--- src/inc/pin_func_pkg.sv ---
// Constants, codes and types for the output pin function selector.
// Contract
// - Code 0 follows masked live event status.
// - Code 1 follows masked latched event status.
// - Code 2 follows masked manual output control.
// - Code 3 follows masked trajectory status.
// - Bits 0-4 select; code 4 window compare.
// - Bit 14 picks commanded, else actual position.
// - Code 5 rising crossing, hold for milliseconds.
// - Code 6 falling crossing, same hold.
// - Code 7 crossing either way, same hold.
// - Code 8 phase plus offset below 180.
// - Code 9 pulses on trace array crossings.
// - Code 10 drives regeneration resistor switch.
// - Code 11 pulses on each SYNC0 event.
// - Code 16 follows hardware position compare result.
// - Code 17 merges events and manual bit.
// - Code 17 events first, bit 14 polarity.
// - Code 17 manual next, bit 15 polarity.
// - Code 17 otherwise active when bit 15.
// - Brake: full on, then timed PWM.
// - Brake words: on, period, reserved, delay.
// - Safe torque off indication while STO disables.
// - Tracking active when any masked bit set.
// - Bit 8 inverts pin polarity.
// - Bit 9 makes first output sync output.
package pin_func_pkg;

    // Function codes held in bits 0-4 of the first word.
    localparam logic [4:0] FN_EVENT = 5'h00;
    localparam logic [4:0] FN_LATCHED = 5'h01;
    localparam logic [4:0] FN_MANUAL = 5'h02;
    localparam logic [4:0] FN_TRAJ = 5'h03;
    localparam logic [4:0] FN_WINDOW = 5'h04;
    localparam logic [4:0] FN_CROSS_UP = 5'h05;
    localparam logic [4:0] FN_CROSS_DN = 5'h06;
    localparam logic [4:0] FN_CROSS_ANY = 5'h07;
    localparam logic [4:0] FN_PHASE = 5'h08;
    localparam logic [4:0] FN_TRACE = 5'h09;
    localparam logic [4:0] FN_REGEN = 5'h0A;
    localparam logic [4:0] FN_SYNC0 = 5'h0B;
    localparam logic [4:0] FN_HW_CMP = 5'h10;
    localparam logic [4:0] FN_EV_MAN = 5'h11;
    localparam logic [4:0] FN_BRAKE = 5'h12;
    localparam logic [4:0] FN_STO = 5'h13;

    // Field positions in the first configuration word.
    localparam int FN_LSB = 0;
    localparam int FN_MSB = 4;
    localparam int INVERT_BIT = 8;
    localparam int SYNC_OUT_BIT = 9;
    localparam int OPT_A_BIT = 14;
    localparam int OPT_B_BIT = 15;

    // Timing: figures in their own unit, cycle counts derived.
    localparam int CLK_PERIOD_NS = 8;
    localparam int US_NS = 1000;
    localparam int MS_NS = 1000000;
    localparam int PULSE_US = 1;
    localparam int CYC_PER_US = (US_NS + CLK_PERIOD_NS - 1) / CLK_PERIOD_NS;
    localparam int CYC_PER_MS = (MS_NS + CLK_PERIOD_NS - 1) / CLK_PERIOD_NS;
    localparam logic [15:0] PULSE_CYC = 16'(PULSE_US * CYC_PER_US);

    // Phase angle figures in degrees.
    localparam logic signed [11:0] DEG_HALF = 12'sh0B4;
    localparam logic signed [11:0] DEG_FULL = 12'sh168;

    // Trace memory size and reset level of the pin.
    localparam int TRACE_DEPTH = 8;
    localparam int TRACE_AW = 3;
    localparam logic PIN_RST = 1'b0;

    // Brake sequencer states.
    typedef enum logic [1:0] {
        BR_IDLE = 2'b00,
        BR_FULL = 2'b01,
        BR_PWM = 2'b10
    } brake_state_e;

endpackage

--- src/inc/tick_if.sv ---
// Interface carrying the microsecond and millisecond ticks.
`timescale 1ns/1ps
interface tick_if;
    logic us_tick;
    logic ms_tick;
    modport src (output us_tick, output ms_tick);
    modport snk (input us_tick, input ms_tick);
endinterface // tick_if

--- src/design/output_pin_function_select.sv ---
// Output pin function selector: picks and times the source of one output pin.
`timescale 1ns/1ps
module output_pin_function_select #(
    parameter int unsigned MS_CYCLES = pin_func_pkg::CYC_PER_MS,
    parameter bit IS_FIRST_OUTPUT = 1'b1
) (
    input wire logic clk_sys,
    input wire logic rst_n,
    input wire logic [15:0] cfg_word1,
    input wire logic [15:0] cfg_word2,
    input wire logic [15:0] cfg_word3,
    input wire logic [15:0] cfg_word4,
    input wire logic [15:0] cfg_word5,
    input wire logic [31:0] event_status,
    input wire logic [31:0] event_latched,
    input wire logic [31:0] manual_ctrl,
    input wire logic [31:0] traj_status,
    input wire logic signed [31:0] pos_cmd,
    input wire logic signed [31:0] pos_act,
    input wire logic [8:0] phase_deg,
    input wire logic trace_we,
    input wire logic [2:0] trace_addr,
    input wire logic signed [31:0] trace_data,
    input wire logic regen_req,
    input wire logic sync0_pin,
    input wire logic hw_cmp_result,
    input wire logic brake_req,
    input wire logic sto_pin,
    input wire logic multi_sync_tick,
    output logic pin_out,
    output logic pin_active
);

    // Any bit of a register selected by a 32-bit mask.
    function automatic logic masked_any(input logic [31:0] val, input logic [31:0] mask);
        masked_any = |(val & mask);
    endfunction

    // Rising crossing: below the point before, at or above it now.
    function automatic logic cross_up(input logic signed [31:0] prev, input logic signed [31:0] cur,
                                      input logic signed [31:0] pt);
        cross_up = (prev < pt) && (cur >= pt);
    endfunction

    // Falling crossing: at or above the point before, below it now.
    function automatic logic cross_dn(input logic signed [31:0] prev, input logic signed [31:0] cur,
                                      input logic signed [31:0] pt);
        cross_dn = (prev >= pt) && (cur < pt);
    endfunction

    // Pin inputs pass two flip-flops before any logic reads them.
    logic [1:0] pin_meta;
    logic [1:0] pin_sync;
    logic sync0_prev;

    always_ff @(posedge clk_sys or negedge rst_n) begin
        if (!rst_n) begin
            pin_meta <= 2'h0;
            pin_sync <= 2'h0;
            sync0_prev <= 1'b0;
        end else begin
            pin_meta <= {sto_pin, sync0_pin};
            pin_sync <= pin_meta;
            sync0_prev <= pin_sync[0];
        end
    end

    wire sync0_rise = pin_sync[0] && !sync0_prev;
    wire sto_level = pin_sync[1];

    // Time base for millisecond holds and microsecond PWM steps.
    tick_if ticks ();

    time_base #(
        .MS_CYCLES(MS_CYCLES)
    ) u_time_base (
        .clk_sys(clk_sys),
        .rst_n(rst_n),
        .ticks(ticks)
    );

    // Configuration fields; bits 5-7 and 10-13 are not read here.
    wire [4:0] fn = cfg_word1[pin_func_pkg::FN_MSB:pin_func_pkg::FN_LSB];
    wire opt_a = cfg_word1[pin_func_pkg::OPT_A_BIT];
    wire opt_b = cfg_word1[pin_func_pkg::OPT_B_BIT];
    wire invert = cfg_word1[pin_func_pkg::INVERT_BIT];
    wire sync_out = cfg_word1[pin_func_pkg::SYNC_OUT_BIT];
    wire [31:0] mask = {cfg_word3, cfg_word2};
    wire signed [31:0] pos_lo = {cfg_word3, cfg_word2};
    wire signed [31:0] pos_hi = {cfg_word5, cfg_word4};
    wire [31:0] hold_ms = {cfg_word5, cfg_word4};

    // Register tracking: active when any selected bit is set.
    wire trk_event = masked_any(event_status, mask);
    wire trk_latched = masked_any(event_latched, mask);
    wire trk_manual = masked_any(manual_ctrl, mask);
    wire trk_traj = masked_any(traj_status, mask);

    // Position source for window and crossing compares.
    wire signed [31:0] pos_sel = opt_a ? pos_cmd : pos_act;
    logic signed [31:0] pos_prev;
    logic prev_valid;

    // The previous sample is only trusted after one full cycle.
    always_ff @(posedge clk_sys or negedge rst_n) begin
        if (!rst_n) begin
            pos_prev <= 32'sh0000_0000;
            prev_valid <= 1'b0;
        end else begin
            pos_prev <= pos_sel;
            prev_valid <= 1'b1;
        end
    end

    // Window compare, both limits inclusive.
    wire in_window = (pos_sel >= pos_lo) && (pos_sel <= pos_hi);

    // Crossing detection of the single compare point.
    wire hit_up = prev_valid && cross_up(pos_prev, pos_sel, pos_lo);
    wire hit_dn = prev_valid && cross_dn(pos_prev, pos_sel, pos_lo);
    wire cross_trig = ((fn == pin_func_pkg::FN_CROSS_UP) && hit_up)
                    || ((fn == pin_func_pkg::FN_CROSS_DN) && hit_dn)
                    || ((fn == pin_func_pkg::FN_CROSS_ANY) && (hit_up || hit_dn));

    // Millisecond hold after a crossing; a new crossing restarts it.
    logic [31:0] hold_cnt;

    always_ff @(posedge clk_sys or negedge rst_n) begin
        if (!rst_n) begin
            hold_cnt <= 32'h0000_0000;
        end else if (cross_trig) begin
            hold_cnt <= hold_ms;
        end else if (ticks.ms_tick && hold_cnt != 32'h0000_0000) begin
            hold_cnt <= hold_cnt - 32'h0000_0001;
        end
    end

    // A hold count of zero never raises the pin; the first tick may come early.
    wire hold_active = (hold_cnt != 32'h0000_0000);

    // Phase window: fold the offset into one turn, then test the half turn.
    wire signed [15:0] off_raw = cfg_word2;
    wire signed [15:0] off_mod = off_raw % 16'sh0168;
    wire signed [11:0] ph_sum = $signed({3'h0, phase_deg}) + 12'(off_mod);
    wire signed [11:0] ph_lo = (ph_sum < 12'sh000) ? ph_sum + pin_func_pkg::DEG_FULL : ph_sum;
    wire signed [11:0] ph_norm = (ph_lo >= pin_func_pkg::DEG_FULL) ? ph_lo - pin_func_pkg::DEG_FULL : ph_lo;
    wire phase_on = (ph_norm >= 12'sh000) && (ph_norm < pin_func_pkg::DEG_HALF);

    // Trace position list, written by the capture logic one word at a time.
    logic signed [31:0] trace_pos [pin_func_pkg::TRACE_DEPTH];
    logic trace_hit;

    always_ff @(posedge clk_sys) begin
        if (trace_we) begin
            trace_pos[trace_addr] <= trace_data;
        end
    end

    // Every stored point is checked each cycle, in either direction.
    always_comb begin
        trace_hit = 1'b0;
        for (int i = 0; i < pin_func_pkg::TRACE_DEPTH; i++) begin
            if (prev_valid && (cross_up(pos_prev, pos_sel, trace_pos[i])
                || cross_dn(pos_prev, pos_sel, trace_pos[i]))) begin
                trace_hit = 1'b1;
            end
        end
    end

    // Fixed-width pulse for trace hits and SYNC0 events.
    wire pulse_trig = ((fn == pin_func_pkg::FN_TRACE) && trace_hit)
                    || ((fn == pin_func_pkg::FN_SYNC0) && sync0_rise);
    logic [15:0] pulse_cnt;

    always_ff @(posedge clk_sys or negedge rst_n) begin
        if (!rst_n) begin
            pulse_cnt <= 16'h0000;
        end else if (pulse_trig) begin
            pulse_cnt <= pin_func_pkg::PULSE_CYC;
        end else if (pulse_cnt != 16'h0000) begin
            pulse_cnt <= pulse_cnt - 16'h0001;
        end
    end

    wire pulse_active = (pulse_cnt != 16'h0000);

    // Brake sequencer: full on for the delay, then PWM in microsecond steps.
    pin_func_pkg::brake_state_e br_state;
    pin_func_pkg::brake_state_e next_br_state;
    logic [15:0] br_delay;
    logic [15:0] pwm_us;
    wire [15:0] pwm_on_us = cfg_word2;
    wire [15:0] pwm_per_us = cfg_word3;
    wire [15:0] delay_ms = cfg_word5;
    wire brake_run = brake_req && (fn == pin_func_pkg::FN_BRAKE);
    wire delay_done = (br_delay >= delay_ms);
    wire pwm_wrap = (pwm_us + 16'h0001 >= pwm_per_us);

    // Next state of the brake sequence; dropping the request always wins.
    always_comb begin
        next_br_state = br_state;
        case (br_state)
            pin_func_pkg::BR_IDLE: begin
                if (brake_run) begin
                    next_br_state = pin_func_pkg::BR_FULL;
                end
            end
            pin_func_pkg::BR_FULL: begin
                if (!brake_run) begin
                    next_br_state = pin_func_pkg::BR_IDLE;
                end else if (delay_done) begin
                    next_br_state = pin_func_pkg::BR_PWM;
                end
            end
            pin_func_pkg::BR_PWM: begin
                if (!brake_run) begin
                    next_br_state = pin_func_pkg::BR_IDLE;
                end
            end
            default: begin
                next_br_state = pin_func_pkg::BR_IDLE;
            end
        endcase
    end

    // Delay counts milliseconds in the full-on phase; PWM counts microseconds.
    always_ff @(posedge clk_sys or negedge rst_n) begin
        if (!rst_n) begin
            br_state <= pin_func_pkg::BR_IDLE;
            br_delay <= 16'h0000;
            pwm_us <= 16'h0000;
        end else begin
            br_state <= next_br_state;
            if (br_state != pin_func_pkg::BR_FULL) begin
                br_delay <= 16'h0000;
            end else if (ticks.ms_tick && !delay_done) begin
                br_delay <= br_delay + 16'h0001;
            end
            if (br_state != pin_func_pkg::BR_PWM) begin
                pwm_us <= 16'h0000;
            end else if (ticks.us_tick) begin
                pwm_us <= pwm_wrap ? 16'h0000 : pwm_us + 16'h0001;
            end
        end
    end

    // An on time at or above the period leaves the brake fully on.
    wire brake_on = (br_state == pin_func_pkg::BR_FULL)
                  || ((br_state == pin_func_pkg::BR_PWM) && (pwm_us < pwm_on_us));

    // Combined event and manual mode; the event test takes precedence.
    wire comb_out = trk_event ? !opt_a
                  : trk_manual ? !opt_b
                  : opt_b;

    // Source selection; unknown codes fall to the inactive level.
    wire sel_active =
        (fn == pin_func_pkg::FN_EVENT) ? trk_event :
        (fn == pin_func_pkg::FN_LATCHED) ? trk_latched :
        (fn == pin_func_pkg::FN_MANUAL) ? trk_manual :
        (fn == pin_func_pkg::FN_TRAJ) ? trk_traj :
        (fn == pin_func_pkg::FN_WINDOW) ? in_window :
        (fn == pin_func_pkg::FN_CROSS_UP) ? hold_active :
        (fn == pin_func_pkg::FN_CROSS_DN) ? hold_active :
        (fn == pin_func_pkg::FN_CROSS_ANY) ? hold_active :
        (fn == pin_func_pkg::FN_PHASE) ? phase_on :
        (fn == pin_func_pkg::FN_TRACE) ? pulse_active :
        (fn == pin_func_pkg::FN_REGEN) ? regen_req :
        (fn == pin_func_pkg::FN_SYNC0) ? pulse_active :
        (fn == pin_func_pkg::FN_HW_CMP) ? hw_cmp_result :
        (fn == pin_func_pkg::FN_EV_MAN) ? comb_out :
        (fn == pin_func_pkg::FN_BRAKE) ? brake_on :
        (fn == pin_func_pkg::FN_STO) ? sto_level :
        1'b0;

    // Only the first output can act as multi-drive sync output.
    wire sync_mode = IS_FIRST_OUTPUT && sync_out;
    wire next_active = sync_mode ? multi_sync_tick : sel_active;
    wire next_pin = next_active ^ invert;

    // Registered every cycle so each source reaches the pin one cycle later.
    always_ff @(posedge clk_sys or negedge rst_n) begin
        if (!rst_n) begin
            pin_active <= 1'b0;
            pin_out <= pin_func_pkg::PIN_RST;
        end else begin
            pin_active <= next_active;
            pin_out <= next_pin;
        end
    end

endmodule // output_pin_function_select

--- src/design/time_base.sv ---
// Divider that produces one-cycle microsecond and millisecond ticks.
`timescale 1ns/1ps
module time_base #(
    parameter int unsigned MS_CYCLES = pin_func_pkg::CYC_PER_MS
) (
    input wire logic clk_sys,
    input wire logic rst_n,
    tick_if.src ticks
);
    logic [31:0] us_cnt;
    logic [31:0] ms_cnt;
    wire us_end = (us_cnt == 32'(pin_func_pkg::CYC_PER_US - 1));
    wire ms_end = (ms_cnt == 32'(MS_CYCLES - 1));

    // Free-running dividers; both restart at their terminal count.
    always_ff @(posedge clk_sys or negedge rst_n) begin
        if (!rst_n) begin
            us_cnt <= 32'h0000_0000;
            ms_cnt <= 32'h0000_0000;
            ticks.us_tick <= 1'b0;
            ticks.ms_tick <= 1'b0;
        end else begin
            us_cnt <= us_end ? 32'h0000_0000 : us_cnt + 32'h0000_0001;
            ms_cnt <= ms_end ? 32'h0000_0000 : ms_cnt + 32'h0000_0001;
            ticks.us_tick <= us_end;
            ticks.ms_tick <= ms_end;
        end
    end
endmodule // time_base

--- config.mk ---
export PLATFORM = sky130hd
export DESIGN_NAME = output_pin_function_select
export DESIGN_NICKNAME = d
export VERILOG_FILES = /design/src/inc/pin_func_pkg.sv /design/src/inc/tick_if.sv /design/src/design/output_pin_function_select.sv /design/src/design/time_base.sv
export SDC_FILE = /design/constraint.sdc
export NUM_CORES = 1
export LEC_CHECK = 0
export BUFFER_PORTS_ARGS = -buffer_cell sky130_fd_sc_hd__buf_4
export CAP_MARGIN = 20
export CORE_MARGIN = 4
export CORE_UTILIZATION = 40
export DETAILED_ROUTE_END_ITERATION = 10
export PLACE_DENSITY = 0.64
export SYNTH_ARGS = -nofsm -noshare
export SYNTH_HDL_FRONTEND = slang
export SYNTH_SLANG_ARGS = --single-unit
--- constraint.sdc ---
create_clock -name clk_sys -period 5.3 [get_ports clk_sys]
set_input_delay 1.06 -clock clk_sys [delete_from_list [all_inputs] [get_ports clk_sys]]
set_output_delay 1.06 -clock clk_sys [all_outputs]
set_load 0.02 [all_outputs]
==> flow_metrics.py <==
metrics = {
    "timing": {
        "slew_violations": 0,
        "tightest_slew_ns": 1.06,
        "setup_slack_ns": -4.39,
        "timing.fmax_ghz": 0.103,
        "finalCriticalPeriod_ns": 9.69,
        "final-hold-violation-count": 0,
        "rsz0062_at_grt": "true",
        "finClkSkew_ns": 0.0205,
        "post-route-period-util_pct": 183,
        "relSlewSlack_pct": 29.3,
        "finalSetupViolCount": 2,
    },
    "grt": {
        "antenna_found_initial": 7,
        "grt_pass1_vias": 33251,
        "grt_start_max_net_pins": 99,
        "gr-total-overflow": 0,
        "grt_pass1_wl_mm": 196,
        "grt_usage_pct": 26.0,
    },
    "cells_and_area": {
        "synthToLayoutAreaGrowth_pct": 27.6,
        "drive_above_1_share_pct": 23.7,
        "fillers": 8305,
        "final_nets": 5605,
    },
    "logic_synthesis": {
        "synth_top_cell_by_area": "ha_1",
        "avgSynthCellArea_um2": 9.67,
        "synth_cell_types": 113,
        "yosys-top-cells-area": "ha_1 23%, edfxtp_1 21%, dfrtp_1 13%",
        "seq_area_frac_synth_pct": 33.7,
        "syn_nets": 4802,
        "ys_ff_latch": 444,
        "synth_ff_type": "edfxtp_1",
        "synth_edf_count": 256,
        "syn_inst": 3798,
        "netlist_area_um2": 36700,
        "synth_top_area_share_pct": 23.1,
        "async_flop_share_pct": 42.3,
        "ys_warn_count": 0,
    },
    "clock_network": {
        "cts.sinks": 444,
        "clk_latency_ns": 0.62,
        "clkTransAtPathRegs_ns": 0.06,
        "htree_levels": 2,
        "cts_tree": "built",
        "cts_buffers": 54,
        "clock_path_buffers": 3,
        "cts_hold_buf": 0,
        "clockRootBuffer": "clkbuf_16",
    },
    "run_status": {
        "violations": "setup timing",
        "status": "finished, violations left",
    },
    "placement": {
        "numPortBuffers": 319,
        "dp_slack_ns": -5.45,
        "dp_hpwl_mm": 107,
        "place.gp.congestion": 0.975,
    },
    "floorplanning": {
        "start_util_pct": 40.6,
        "die_h_um": 311,
        "die_area_um2": 96800,
        "die_w_um": 311,
        "ios": 327,
        "core_area_um2": 90600,
        "num_rows": 110,
    },
    "setup_path": {
        "cpMaxStageDelayCell": "or4_4",
        "max_stage_delay_ns": 0.63,
        "worstSetupStartpointType": "input port",
        "critical_path.max_fanout": 7,
        "critical_path_class": "in2reg",
        "required_ns": 5.84,
        "worstSetupEndpointType": "flop",
        "crit_top_cell": "buf_4",
        "worst_ep_arrival_time_ns": 10.23,
    },
    "detailed_routing": {
        "routed_wl_mm": 129,
        "dr.pass1.iters": 7,
        "dr_total_vias": 32495,
        "drcViolationCount": 0,
        "avgViaCountPerCell": 5.58,
        "wl_per_cell_um": 22.1,
        "drtIter0Drc": 1806,
        "ant_nets": 0,
    },
    "power": {
        "powerDensity_nw_per_um2": 522,
        "p_leak_uw": 0.0220,
        "ir_worst_vdd_v": 0.00176,
        "power_uw": 24500,
    },
    "min_path": {
        "holdCritPathClass": "reg2reg",
    },
    "job": {
        "maxCapViolCount": 0,
    },
}
logic make-up (layout without fill, tap and decap cells):
logic type                 Yosys count  count (layout)  synth area share (%)
and+or+nand+nor                   1175            1175                  17.5
AOI/OAI and AO/OA                  848             848                  15.0
adders and majority gates          679             679                  23.1
DFF                                444             444                  33.7
buffers and inverters              399            1245                  4.20
xor gates and xnor gates           194             194                  4.74
muxes                               58              58                  1.71
other                                1               6                0.0102
area by class of cell:
| cell class | count | area (um2) | share of cell area, % |
|---|---|---|---|
| antenna | 5 | 12.5 | 0.0267 |
| clock buffer | 81 | 1630 | 3.49 |
| clock inverter | 18 | 198 | 0.422 |
| inverter | 339 | 1280 | 2.73 |
| multi-input combinational | 2955 | 23600 | 50.4 |
| sequential | 444 | 12400 | 26.4 |
| tap | 1176 | 1470 | 3.14 |
| timing repair buffer | 807 | 6280 | 13.4 |
worst max-delay path: cells and delay by family:
kind	cells	cell delay, ns
fa+ha+maj	2	0.45
mux	5	1.29
buf+inv	10	1.57
compound gates	18	3.33
simple gates	7	1.96
xor+xnor	3	0.50
where the power goes:
group | switching, uW | internal [uW] | leakage (uW)
sequential | 236 | 3910 | 0.00475
clock | 1530 | 2270 | 0.000904
combinational | 8160 | 8340 | 0.0163
total | 9930 | 14500 | 0.0220
sequential cells by signal (all words and copies together) (netlist names), 2 cells and up:
register and cells:
pwm_us 16, hold_cnt 32, u_time_base.us_cnt 32, pos_prev 32
pin_sync 2, pin_meta 2, trace_pos 256, br_state 2
u_time_base.ms_cnt 32, pulse_cnt 16, br_delay 16
cells in the mapped netlist (59+ instances only):
library cell and n:
inv_1 337, edfxtp_1 256, dfrtp_1 188, a21oi_1 244, nand4_1 182, nand2_1 168
xor2_1 59, nor2b_1 149, nor2_1 219, xnor2_1 131, nand3_1 68, nor3_1 62
ha_1 678, nand2b_1 141, a21o_1 84, o21ai_0 253
metrics by stage:
stage               util [%]  instances  instance area, um2  setup TNS [ns]  hold slack (ns)
finish                  51.8       5825               46900           -8.63            0.361
global route            51.8       5823               46900           -9.39            0.364
CTS                     51.4       5809               46600           -8.41            0.361
detailed placement      48.9       5696               44200          -24.80            0.341
global placement        48.9       5696               44200          -22.42            0.337
floorplan                  -       3798               37000           -9.86            0.331
timing repair:
| action | in CTS | in global routing |
|---|---|---|
| buffers inserted | 14 | 8 |
| resized for setup | 74 | 54 |
| pin swaps | 28 | 27 |
| setup endpoints to repair | 18 | 18 |
final timing paths:
kind                                  startpoint                                to  slack, ns  cells after the start
setup / recovery                    cfg_word2[6]                 pin_out$_DFF_PN0_      -4.39                     45
hold / removal             pin_meta[1]$_DFF_PN0_             pin_sync[1]$_DFF_PN0_       0.36                      0
setup reg to reg           pwm_us[1]$_DFFE_PN0P_                 pin_out$_DFF_PN0_       0.23                     30
hold reg to reg            pin_meta[1]$_DFF_PN0_             pin_sync[1]$_DFF_PN0_       0.36                      0
max in group asynchronous                  rst_n  u_time_base.us_cnt[18]$_DFF_PN0_       3.69                      2
min in group asynchronous                  rst_n             pos_prev[1]$_DFF_PN0_       0.52                      1
layer usage:
layer  GRT usage [%]  part of all wire, %  vias up
met5               0               0.0078        -
met4            9.00                  3.8        2
met3            3.26                  5.3      202
met2            44.6                   47      893
met1            34.0                   44    15716
li1                -                    -    15682
cells in the final DEF (no fill, tap or decap), drive strengths merged, types with 170 or more instances in the layout:
cell type,count
nand2,170
nor2,219
inv,339
a21oi,248
ha,678
edfxtp,256
buf,806
o21ai,262
dfrtp,188
nand4,182
Power figures use the tool's default switching activity.
